[config.mk]
export PLATFORM = sky130hd
export DESIGN_NAME = pam_monitor
export DESIGN_NICKNAME = d
export VERILOG_FILES = /design/src/verilog/pam_pkg.sv /design/src/verilog/pam_monitor.sv
export SDC_FILE = /design/constraint.sdc
export NUM_CORES = 1
export LEC_CHECK = 0
export ABC_AREA = 1
export BUFFER_PORTS_ARGS = -buffer_cell sky130_fd_sc_hd__buf_2
export CORE_MARGIN = 4
export CORE_UTILIZATION = 49
export CTS_BUF_LIST = sky130_fd_sc_hd__clkbuf_16
export DETAILED_ROUTE_END_ITERATION = 8
export GPL_TIMING_DRIVEN = 0
export HOLD_SLACK_MARGIN = 0.08
export MAX_ROUTING_LAYER = met4
export PLACE_DENSITY = 0.85
export SETUP_SLACK_MARGIN = 0.3
export SLEW_MARGIN = 20
export SYNTH_ARGS = -nofsm -noshare
export SYNTH_HDL_FRONTEND = slang
export SYNTH_SLANG_ARGS = --single-unit
[constraint.sdc]
create_clock -name pclk -period 1.7 [get_ports pclk]
set_input_delay 0.085 -clock pclk [delete_from_list [all_inputs] [get_ports pclk]]
set_output_delay 0.085 -clock pclk [all_outputs]
set_load 0.005 [all_outputs]
[src/verilog/pam_pkg.sv]
// Purpose: constants and carriers for the primary activity monitor
// Assumes: register index times four gives the apb byte address
// Notes:   io ranges are compared on 16-bit i/o addresses
package pam_pkg;
  localparam int unsigned ADDR_W = 10;
  // register indices
  localparam logic [7:0] IDX_SOFTWARE_SMI_COMMAND   = 8'h2f;
  localparam logic [7:0] IDX_ACT_STS   = 8'h30;
  localparam logic [7:0] IDX_ACT_EN    = 8'h34;
  localparam logic [7:0] IDX_RELOAD_EN = 8'h38;
  localparam logic [7:0] IDX_GBL_STS   = 8'h3c;
  localparam logic [7:0] IDX_GBL_CTL   = 8'h3d;
  localparam logic [7:0] IDX_IRQ_STS   = 8'h3e;
  localparam logic [7:0] IDX_IRQ_MASK  = 8'h3f;
  // activity bit positions
  localparam int unsigned BIT_KBD  = 7;
  localparam int unsigned BIT_SER  = 6;
  localparam int unsigned BIT_PAR  = 5;
  localparam int unsigned BIT_VID  = 4;
  localparam int unsigned BIT_DISK = 3;
  localparam int unsigned BIT_PIRQ = 1;
  localparam int unsigned BIT_DMA  = 0;
  localparam logic [7:0] ACT_MASK    = 8'hfb;
  localparam logic [7:0] RELOAD_MASK = 8'hd9;
  localparam logic [7:0] T2_SRC_MASK = 8'hd8;
  // global status / control / irq bit positions
  localparam int unsigned GS_ACT   = 0;
  localparam int unsigned GS_SWSMI = 1;
  localparam int unsigned GC_SMI   = 0;
  localparam int unsigned GC_ACT   = 1;
  localparam int unsigned GC_SWSMI = 2;
  localparam int unsigned IRQ_ACT  = 0;
  localparam int unsigned IRQ_SW   = 1;
  localparam int unsigned IRQ_T1   = 2;
  localparam int unsigned IRQ_T2   = 3;
  // reset values
  localparam logic [7:0] RST_SOFTWARE_SMI_COMMAND = 8'h00;
  localparam logic [7:0] RST_REG8    = 8'h00;
  localparam logic [3:0] RST_REG4    = 4'h0;
  // i/o decode
  localparam logic [15:0] IO_KBD     = 16'h0060;
  localparam logic [15:0] IO_BLK8    = 16'hfff8;
  localparam logic [15:0] IO_COM1    = 16'h03f8;
  localparam logic [15:0] IO_COM2    = 16'h02f8;
  localparam logic [15:0] IO_COM3    = 16'h03e8;
  localparam logic [15:0] IO_COM4    = 16'h02e8;
  localparam logic [15:0] IO_LPT1    = 16'h0378;
  localparam logic [15:0] IO_LPT2    = 16'h0278;
  localparam logic [15:0] IO_VID_LO  = 16'h03b0;
  localparam logic [15:0] IO_VID_HI  = 16'h03df;
  localparam logic [15:0] IO_IDE1    = 16'h01f0;
  localparam logic [15:0] IO_IDE2    = 16'h0170;
  localparam logic [15:0] IO_IDE2_CT = 16'h0376;
  localparam logic [15:0] IO_FDC     = 16'h03f0;

  typedef struct packed {
    logic        valid;
    logic [15:0] addr;
  } pam_io_access_s;

  typedef enum logic [1:0] {PH_IDLE, PH_ACCESS, PH_DONE} pam_phase_e;
endpackage

[src/verilog/pam_monitor.sv]
// Purpose: primary activity monitor with apb register slave
// Assumes: all inputs synchronous to pclk; one i/o cycle per valid
// Notes:   apb answers with pready on the first access cycle
//
// What this block does
// - keyboard port 60h access sets bit 7
// - four serial ranges set bit 6
// - two parallel ranges set bit 5
// - enabled primary interrupt sets bit 1
// - isa master or dma sets bit 0
// - status set by hardware, write one clears
// - status pairs with enable; reserved bits zero
// - enabled newly set status sets global flag
// - global flag requests smi, reloads first timer
// - status bits 7,6,4,3 reload second timer
// - reload enables at 7,6,4,3,0; others zero
// - reload bit 0 reloads first timer
// - reload enables reset to zero
// - global smi enable gates every smi
// - eight-bit smi command register
// - smi command write sets software smi flag
`timescale 1ns/1ps
module pam_monitor
  import pam_pkg::*;
(
  input  wire logic                 pclk,
  input  wire logic                 presetn,
  input  wire logic                 psel,
  input  wire logic                 penable,
  input  wire logic                 pwrite,
  input  wire logic [ADDR_W-1:0]    paddr,
  input  wire logic [31:0]          pwdata,
  input  wire logic [3:0]           pstrb,
  output logic      [31:0]          prdata,
  output logic                      pready,
  output logic                      pslverr,
  input  wire pam_io_access_s       io_access,
  input  wire logic [15:0]          pirq_lines,
  input  wire logic [15:0]          pirq_primary_en,
  input  wire logic                 bus_master_active,
  input  wire logic                 dma_active,
  output logic                      irq,
  output logic                      smi_req,
  output logic                      first_timer_reload,
  output logic                      second_timer_reload
);

  // byte addresses
  localparam logic [ADDR_W-1:0] A_SOFTWARE_SMI_COMMAND   = {IDX_SOFTWARE_SMI_COMMAND, 2'b00};
  localparam logic [ADDR_W-1:0] A_ACT_STS   = {IDX_ACT_STS, 2'b00};
  localparam logic [ADDR_W-1:0] A_ACT_EN    = {IDX_ACT_EN, 2'b00};
  localparam logic [ADDR_W-1:0] A_RELOAD_EN = {IDX_RELOAD_EN, 2'b00};
  localparam logic [ADDR_W-1:0] A_GBL_STS   = {IDX_GBL_STS, 2'b00};
  localparam logic [ADDR_W-1:0] A_GBL_CTL   = {IDX_GBL_CTL, 2'b00};
  localparam logic [ADDR_W-1:0] A_IRQ_STS   = {IDX_IRQ_STS, 2'b00};
  localparam logic [ADDR_W-1:0] A_IRQ_MASK  = {IDX_IRQ_MASK, 2'b00};

  pam_phase_e       phase_reg;
  logic [7:0]       software_smi_command_reg;
  logic [7:0]       act_sts_reg;
  logic [7:0]       act_en_reg;
  logic [7:0]       reload_en_reg;
  logic [1:0]       gbl_sts_reg;
  logic [2:0]       gbl_ctl_reg;
  logic [3:0]       irq_sts_reg;
  logic [3:0]       irq_mask_reg;
  logic [15:0]      pirq_prev_reg;
  logic [31:0]      rd_next;
  logic             map_hit;
  logic             setup;
  logic             done;
  logic             wr_done;
  logic             rd_done;
  logic [7:0]       det;
  logic [7:0]       act_clr;
  logic [7:0]       act_rise;
  logic             gact_set;
  logic             gact_rise;
  logic             sw_set;
  logic             t1_fire;
  logic             t2_fire;
  logic             smi_next;
  logic [15:0]      a;

  // ---------------- i/o range decode ----------------
  assign a = io_access.addr;

  always_comb begin
    det = 8'h00;
    det[BIT_KBD] = io_access.valid && (a == IO_KBD);
    det[BIT_SER] = io_access.valid &&
                   (((a & IO_BLK8) == IO_COM1) ||
                    ((a & IO_BLK8) == IO_COM2) ||
                    ((a & IO_BLK8) == IO_COM3) ||
                    ((a & IO_BLK8) == IO_COM4));
    det[BIT_PAR] = io_access.valid &&
                   (((a & IO_BLK8) == IO_LPT1) ||
                    ((a & IO_BLK8) == IO_LPT2));
    det[BIT_VID] = io_access.valid &&
                   (a >= IO_VID_LO) && (a <= IO_VID_HI);
    det[BIT_DISK] = io_access.valid &&
                    (((a & IO_BLK8) == IO_IDE1) ||
                     ((a & IO_BLK8) == IO_IDE2) ||
                     (a == IO_IDE2_CT) ||
                     ((a & IO_BLK8) == IO_FDC));
    // only a rising request on a primary channel counts
    det[BIT_PIRQ] = |(pirq_lines & ~pirq_prev_reg &
                      pirq_primary_en);
    det[BIT_DMA] = bus_master_active || dma_active;
  end

  always_ff @(posedge pclk or negedge presetn) begin
    if (!presetn) begin
      pirq_prev_reg <= 16'h0000;
    end else begin
      pirq_prev_reg <= pirq_lines;
    end
  end

  // ---------------- apb slave ----------------
  assign setup   = psel && !penable && (phase_reg == PH_IDLE);
  assign done    = psel && penable && pready;
  assign wr_done = done && pwrite && !pslverr;
  assign rd_done = done && !pwrite && !pslverr;

  always_comb begin
    rd_next = 32'h0000_0000;
    map_hit = 1'b1;
    case (paddr)
      A_SOFTWARE_SMI_COMMAND:   rd_next[7:0] = software_smi_command_reg;
      A_ACT_STS:   rd_next[7:0] = act_sts_reg & ACT_MASK;
      A_ACT_EN:    rd_next[7:0] = act_en_reg & ACT_MASK;
      A_RELOAD_EN: rd_next[7:0] = reload_en_reg & RELOAD_MASK;
      A_GBL_STS:   rd_next[1:0] = gbl_sts_reg;
      A_GBL_CTL:   rd_next[2:0] = gbl_ctl_reg;
      A_IRQ_STS:   rd_next[3:0] = irq_sts_reg;
      A_IRQ_MASK:  rd_next[3:0] = irq_mask_reg;
      default:     map_hit = 1'b0;
    endcase
  end

  always_ff @(posedge pclk or negedge presetn) begin
    if (!presetn) begin
      phase_reg <= PH_IDLE;
      pready    <= 1'b0;
      pslverr   <= 1'b0;
      prdata    <= 32'h0000_0000;
    end else begin
      case (phase_reg)
        PH_IDLE: begin
          if (setup) begin
            phase_reg <= PH_ACCESS;
            pready    <= 1'b1;
            pslverr   <= !map_hit;
            prdata    <= pwrite ? 32'h0000_0000 : rd_next;
          end
        end
        PH_ACCESS: begin
          phase_reg <= PH_IDLE;
          pready    <= 1'b0;
          pslverr   <= 1'b0;
          prdata    <= 32'h0000_0000;
        end
        default: begin
          phase_reg <= PH_IDLE;
          pready    <= 1'b0;
          pslverr   <= 1'b0;
        end
      endcase
    end
  end

  // ---------------- software registers ----------------
  assign sw_set = wr_done && (paddr == A_SOFTWARE_SMI_COMMAND) && pstrb[0];

  always_ff @(posedge pclk or negedge presetn) begin
    if (!presetn) begin
      software_smi_command_reg <= RST_SOFTWARE_SMI_COMMAND;
    end else if (sw_set) begin
      software_smi_command_reg <= pwdata[7:0];
    end
  end

  always_ff @(posedge pclk or negedge presetn) begin
    if (!presetn) begin
      act_en_reg    <= RST_REG8;
      reload_en_reg <= RST_REG8;
      gbl_ctl_reg   <= 3'b000;
      irq_mask_reg  <= RST_REG4;
    end else if (wr_done && pstrb[0]) begin
      if (paddr == A_ACT_EN) begin
        act_en_reg <= pwdata[7:0] & ACT_MASK;
      end
      if (paddr == A_RELOAD_EN) begin
        reload_en_reg <= pwdata[7:0] & RELOAD_MASK;
      end
      if (paddr == A_GBL_CTL) begin
        gbl_ctl_reg <= pwdata[2:0];
      end
      if (paddr == A_IRQ_MASK) begin
        irq_mask_reg <= pwdata[3:0];
      end
    end
  end

  // ---------------- activity status, one flop per bit ----------------
  assign act_clr = (wr_done && (paddr == A_ACT_STS) && pstrb[0]) ?
                   pwdata[7:0] : 8'h00;

  genvar gi;
  generate
    for (gi = 0; gi < 8; gi++) begin : g_act
      if (ACT_MASK[gi]) begin : g_used
        // a bit cleared in the same cycle it is hit counts as a new rise
        assign act_rise[gi] = det[gi] &&
                              (!act_sts_reg[gi] || act_clr[gi]);
        always_ff @(posedge pclk or negedge presetn) begin
          if (!presetn) begin
            act_sts_reg[gi] <= 1'b0;
          end else if (det[gi]) begin
            act_sts_reg[gi] <= 1'b1;
          end else if (act_clr[gi]) begin
            act_sts_reg[gi] <= 1'b0;
          end
        end
      end else begin : g_rsvd
        assign act_rise[gi] = 1'b0;
        always_ff @(posedge pclk or negedge presetn) begin
          if (!presetn) begin
            act_sts_reg[gi] <= 1'b0;
          end else begin
            act_sts_reg[gi] <= 1'b0;
          end
        end
      end
    end
  endgenerate

  // ---------------- global flags and smi ----------------
  assign gact_set  = |(act_rise & act_en_reg);
  assign gact_rise = gact_set && !gbl_sts_reg[GS_ACT];
  assign t1_fire   = gact_rise && reload_en_reg[0];
  assign t2_fire   = |(act_rise & reload_en_reg & T2_SRC_MASK);

  always_ff @(posedge pclk or negedge presetn) begin
    if (!presetn) begin
      gbl_sts_reg <= 2'b00;
    end else begin
      if (gact_set) begin
        gbl_sts_reg[GS_ACT] <= 1'b1;
      end else if (wr_done && (paddr == A_GBL_STS) && pstrb[0] &&
                   pwdata[GS_ACT]) begin
        gbl_sts_reg[GS_ACT] <= 1'b0;
      end
      if (sw_set) begin
        gbl_sts_reg[GS_SWSMI] <= 1'b1;
      end else if (wr_done && (paddr == A_GBL_STS) && pstrb[0] &&
                   pwdata[GS_SWSMI]) begin
        gbl_sts_reg[GS_SWSMI] <= 1'b0;
      end
    end
  end

  assign smi_next = gbl_ctl_reg[GC_SMI] &&
                    ((gbl_sts_reg[GS_ACT] && gbl_ctl_reg[GC_ACT]) ||
                     (gbl_sts_reg[GS_SWSMI] &&
                      gbl_ctl_reg[GC_SWSMI]));

  always_ff @(posedge pclk or negedge presetn) begin
    if (!presetn) begin
      smi_req             <= 1'b0;
      first_timer_reload  <= 1'b0;
      second_timer_reload <= 1'b0;
    end else begin
      smi_req             <= smi_next;
      first_timer_reload  <= t1_fire;
      second_timer_reload <= t2_fire;
    end
  end

  // ---------------- interrupt status ----------------
  always_ff @(posedge pclk or negedge presetn) begin
    if (!presetn) begin
      irq_sts_reg <= RST_REG4;
    end else begin
      // a read clears only the bits it returned; new events still win
      irq_sts_reg <= ((rd_done && (paddr == A_IRQ_STS)) ?
                      (irq_sts_reg & ~prdata[3:0]) : irq_sts_reg) |
                     {t2_fire, t1_fire, sw_set, gact_rise};
    end
  end

  always_ff @(posedge pclk or negedge presetn) begin
    if (!presetn) begin
      irq <= 1'b0;
    end else begin
      irq <= |(irq_sts_reg & irq_mask_reg);
    end
  end
endmodule

Word level (Yosys, flattened, before mapping)

Cells that the tools add are included.

Flip-flop bits (word level): 96
Latch bits: 0
Memory bits (writable): 0
Memory bits (read-only): 0
Bits of input ports: 102
Output and inout port bits: 38
Word-level logic and storage cells: 175
Memories: 0

Add/subtract/negate cells: 0
Multiply operators: 0
Div/mod/pow operators: 0
$lt $le $gt $ge: 2
Equal/unequal tests: 21
Shifts and indexed selects: 0
Mux-type cells: 34
Bitwise gates (word level): 9
Reduce and logical (&&, ||, !) cells: 85

Operator list:

| operator                                                             | number |
|---|---|
| == test 13 x 7 -> 1 bit (second input constant)                      | 7 |
| == test 10 x 8 -> 1 bit (second input constant)                      | 8 |
| case mux 32 bit (2 select lines)                                     | 1 |
| logical AND 1 bit                                                    | 36 |
| AND 16 bit                                                           | 2 |
| 2-to-1 mux 32 bit                                                    | 1 |
| == test 13 x 6 -> 1 bit (second input constant)                      | 2 |
| 2-to-1 mux 1 bit                                                     | 23 |
| nonzero test 2 bit                                                   | 10 |
| AND 8 bit                                                            | 2 |
| == test 16 x 10 -> 1 bit (second input constant)                     | 1 |
| == test 16 x 7 -> 1 bit (second input constant)                      | 1 |
| greater-or-equal comparator 16 x 10 -> 1 bit (second input constant) | 1 |
| <= comparator 16 x 10 -> 1 bit (second input constant)               | 1 |
| logical OR 1 bit                                                     | 16 |
| 2-to-1 mux 8 bit                                                     | 2 |
| NOT 16 bit                                                           | 1 |
| case mux 2 bit (8 select lines)                                      | 1 |
| case mux 4 bit (4 select lines)                                      | 1 |
| OR reduction 16 bit                                                  | 1 |
| OR reduction 8 bit                                                   | 2 |
| zero test 1 bit                                                      | 12 |
| AND reduction 2 bit                                                  | 5 |
| AND 4 bit                                                            | 2 |
| other kinds (10)                                                     | 12 |

Logic depth before layout (Yosys ltp)

Word-level depth: 14
Mapped depth: 13
Depth with buffers taken out: 13

Worst setup path before layout

No wires, ideal clock.

Kind: reg2reg
From: reg pready
To: reg act_en_reg[5]
Setup time: 0.126 ns
Arrival: 1.301 ns
Data required time: 1.574 ns
Setup slack: 0.273 ns
Stages on the path, launching flop included: 8
Path buffers: 2
Cells stage by stage: dfrtp_1 -> nand3_1 -> nor2_2 -> buf_6 -> nand3_1 -> buf_2 -> nand2_1 -> o21ai_0

Cells in the longest elaborated chain, start to end: 5

RTL lines:

| element                         | RTL line           | RTL |
|---|---|---|
| start: declaration              | pam_monitor.sv:35  | `output logic pready,` |
| start signal: assignment        | pam_monitor.sv:145 | `pready <= 1'b0;` |
| start signal: assignment        | pam_monitor.sv:153 | `pready <= 1'b1;` |
| start signal: assignment        | pam_monitor.sv:160 | `pready <= 1'b0;` |
| logical AND 1 bit               | pam_monitor.sv:122 | `assign done = psel && penable && pready;` |
| logical AND 1 bit (2 in series) | pam_monitor.sv:123 | `assign wr_done = done && pwrite && !pslverr;` |
| logical AND 1 bit               | pam_monitor.sv:190 | `end else if (wr_done && pstrb[0]) begin` |
| AND reduction 2 bit (no line)   | --                 |  |
| end signal: assignment          | pam_monitor.sv:192 | `act_en_reg <= pwdata[7:0] & ACT_MASK;` |
| end: declaration                | pam_monitor.sv:61  | `logic [7:0] act_en_reg;` |

No other way between the ends.
A chain may end at the register's enable or synchronous reset.

Final worst setup path

From: reg pslverr
To: reg act_en_reg[6]

Cells in the longest elaborated chain, start to end: 4

RTL lines:

| element                       | RTL line           | RTL |
|---|---|---|
| start: declaration            | pam_monitor.sv:36  | `output logic pslverr,` |
| start signal: assignment      | pam_monitor.sv:154 | `pslverr <= !map_hit;` |
| zero test 1 bit               | pam_monitor.sv:123 |  |
| logical AND 1 bit             | pam_monitor.sv:123 |  |
| logical AND 1 bit             | pam_monitor.sv:190 |  |
| AND reduction 2 bit (no line) | --                 |  |

No other way between the ends.

==> impl_metrics.toml <==
[clock_tree]
clock_sinks = 70
h-tree-depth = 3
cts_made_buffers = 9
clock_tree.buffer_depth = 2
clock_latency_ps = 330
clkTransAtPathRegs_ps = 60
cts_tree = "done"
cts_root_buffer = "sky130_fd_sc_hd__clkbuf_16"

[floorplanning]
die_h_um = 94.9
initial_utilization_pct = 50.8
floorplan.io_pins = 140
std_cell_rows = 31
die_area_um2 = 9010
design.core.area_um2 = 7290
die_w_um = 94.9

[yosys]
post_synth_main_area_contributors = "sky130_fd_sc_hd__dfrtp_1, sky130_fd_sc_hd__nand2_1, sky130_fd_sc_hd__inv_1"
synthesis.area_per_instance_um2 = 7.94
synth_cell_type_count = 34
yosysTopAreaCellShare_pct = 47.3
ys_warn_count = 0
ys_ff_latch = 70
cell_count_after_synthesis = 466
post-synth-top-area-cell = "sky130_fd_sc_hd__dfrtp_1"
synth.cell_area_um2 = 3700
synthFlopType = "sky130_fd_sc_hd__dfrtp_1"
synth_seq_area_share_pct = 47.3
synth_edf_count = 0
postSynth.asyncResetShare_pct = 100

[grt]
grt_pass1_vias = 3759
first_pass_grt_wire_length_mm = 17.2
gr-total-overflow = 0
track_usage_pct = 25.5
largest_net_degree_at_the_start_of_global_routing = 47
grt_antenna_before_repair = 0

[timing]
final_cycle_share_pct = 93.5
worstMarginPinSlew_ps = 583
finalHoldViolations = 0
final_report_max_slew_violation_count = 0
min_period_ps = 1590
slew_headroom_pct = 61.0
skew_ps = 5.02
max_freq_mhz = 629
rsz0062_at_grt = "yes"
setup_viol = 0

[critical_path]
worst-r2r-setup-slack_ps = 110
cp-end-kind = "flip-flop"
crit_path_max_fanout = 8
worst_path_class_setup = "flip-flop to flip-flop"
critical_path.startpoint_type = "flip-flop"
worst_r2r_endpoint = "act_en_reg[6]"
arrival_ps = 1810
regToRegStartpoint = "pslverr"
worst-endpoint-required_ps = 1920
rr_worst_depth = 9

[detailed_routing]
firstDrtPassIters = 5
vias_per_cell = 5.10
route.detailed.drc = 0
route.detailed.wl_per_inst_um = 14.4
antenna_violating_nets_post_route = 0
route.vias.total = 3721
drtIter0Drc = 349
wirelength_mm = 10.5

[hold_path]
holdPathStages = 3
min-delay-path-class = "input port to flip-flop"
hp-start = "pwdata[4]"
min_to = "act_en_reg[4]"

[power_and_ir_drop]
p_sw_share_pct = 24.4
power.share.clock_pct = 45.8
p_total_mw = 4.34
seqPwrFrac_pct = 40.0
combPwrFrac_pct = 14.2
ir_worst_vdd_mv = 0.703
power_report.internal_total_mw = 3.28
net-switching-power_mw = 1.06
power_density_nw_per_um2 = 834
cellLeakagePower_nw = 2.68

[final_layout]
drive_above_1_share_pct = 29.5
antenna_cells = 0
nNetsFinal = 728
syn2layout_area_growth_pct = 40.7
most_common_cell_after_layout_fill_and_taps_aside = "sky130_fd_sc_hd__nand2_1"
fin_util_pct = 71.4
number_of_flip_flops_under_the_largest_register_name = 16
layout.cells.most_common_list = "sky130_fd_sc_hd__nand2_1, sky130_fd_sc_hd__buf_2, sky130_fd_sc_hd__dfrtp_1"
fill_cells = 577

[place]
gp_routability_congestion = 0.916
place_hpwl_mm = 7.39
buffers_added_on_ports = 88

[job]
drv_cap = 0

[run_status]
status = "finished clean"
-- cell usage after synthesis (all sizes together) (2+ instances only) --
master	instances
dfrtp	70
nor4	3
o2111ai	2
o22ai	4
nand2	112
nand3	54
buf	28
inv	64
a22o	3
o21ai	49
nor2	43
nor3	9
a21oi	5
nand3b	3
nand4	10
-- critical path, cell delays in order (launching register included) --
cell and delay (ps):
sky130_fd_sc_hd__dfrtp_1 390, sky130_fd_sc_hd__inv_2 70, sky130_fd_sc_hd__nand3_2 80, sky130_fd_sc_hd__nor2_4 210, sky130_fd_sc_hd__buf_12 170, sky130_fd_sc_hd__buf_4 120, sky130_fd_sc_hd__nand3_4 110, sky130_fd_sc_hd__buf_6 190
sky130_fd_sc_hd__nand2_1 60, sky130_fd_sc_hd__o21ai_1 60
-- cell type report --
| cell class | count | area (µm²) | share of cell area (%) |
|---|---|---|---|
| timing repair buffer | 126 | 837 | 16.1 |
| clock inverter | 7 | 88.8 | 1.71 |
| inverter | 64 | 240 | 4.61 |
| tap | 99 | 124 | 2.38 |
| sequential | 70 | 1750 | 33.6 |
| multi-input combinational | 327 | 1700 | 32.6 |
| buffer | 28 | 241 | 4.64 |
| clock buffer | 9 | 225 | 4.32 |
-- routing by layer --
| metal | part of all wire [%] | vias to the layer above | global-route usage, % |
|---|---|---|---|
| met5 | 0 | - | - |
| met4 | 1.7 | 0 | 10.2 |
| met3 | 8.0 | 20 | 4.22 |
| met2 | 48 | 186 | 40.9 |
| met1 | 42 | 1715 | 32.2 |
| li1 | - | 1800 | - |
-- power groups by stage --
stage	Clock [mW]	Combinational, mW	Sequential, mW
global route	2.09	0.687	1.74
CTS	2.00	0.576	1.74
finish	1.99	0.616	1.74
global placement	0	0.412	1.77
detailed placement	0	0.429	1.77
floorplan	0	0.209	1.77
-- per-stage QoR --
step	cell area, µm²	hold WS (ps)	cells	setup TNS (ps)	setup slack [ps]
2_1_floorplan	3800	-211	489	0	293
3_3_place_gp	4370	208	676	0	6.98
3_5_place_dp	4400	12.9	677	-52.6	-27.4
4_1_cts	5060	72.6	724	0	181
5_1_grt	5210	105	730	0	10.2
6_report	5210	77.1	730	0	110
-- timing repair --
item                                    CTS  global route
pin swaps                                 6            11
hold endpoints to repair                 95             0
hold buffers                             24             0
endpoints found under the setup margin   43            43
resized for setup                        18            32
cloned                                    1             1
buffers inserted                          6             5
-- kinds of logic (layout without fill, tap and decap cells) --
family | count (synthesis) | in the layout | share of synthesized area [%]
buf+inv | 92 | 234 | 12.3
simple gates | 235 | 235 | 30.0
flops | 70 | 70 | 47.3
compound gates | 68 | 68 | 10.3
other cells | 1 | 24 | 0.101
-- worst max path at each step --
stage                  from                           to  depth (start not counted)
finish              pslverr                act_en_reg[6]                          9
global placement     pready               irq_sts_reg[2]                         11
detailed placement   pready  software_smi_command_reg[0]                          6
floorplan           pslverr                act_en_reg[5]                          8
CTS                 pslverr           first_timer_reload                         12
global route        pslverr                act_en_reg[5]                          9
Note: power is estimated with default switching activity, not from simulation.
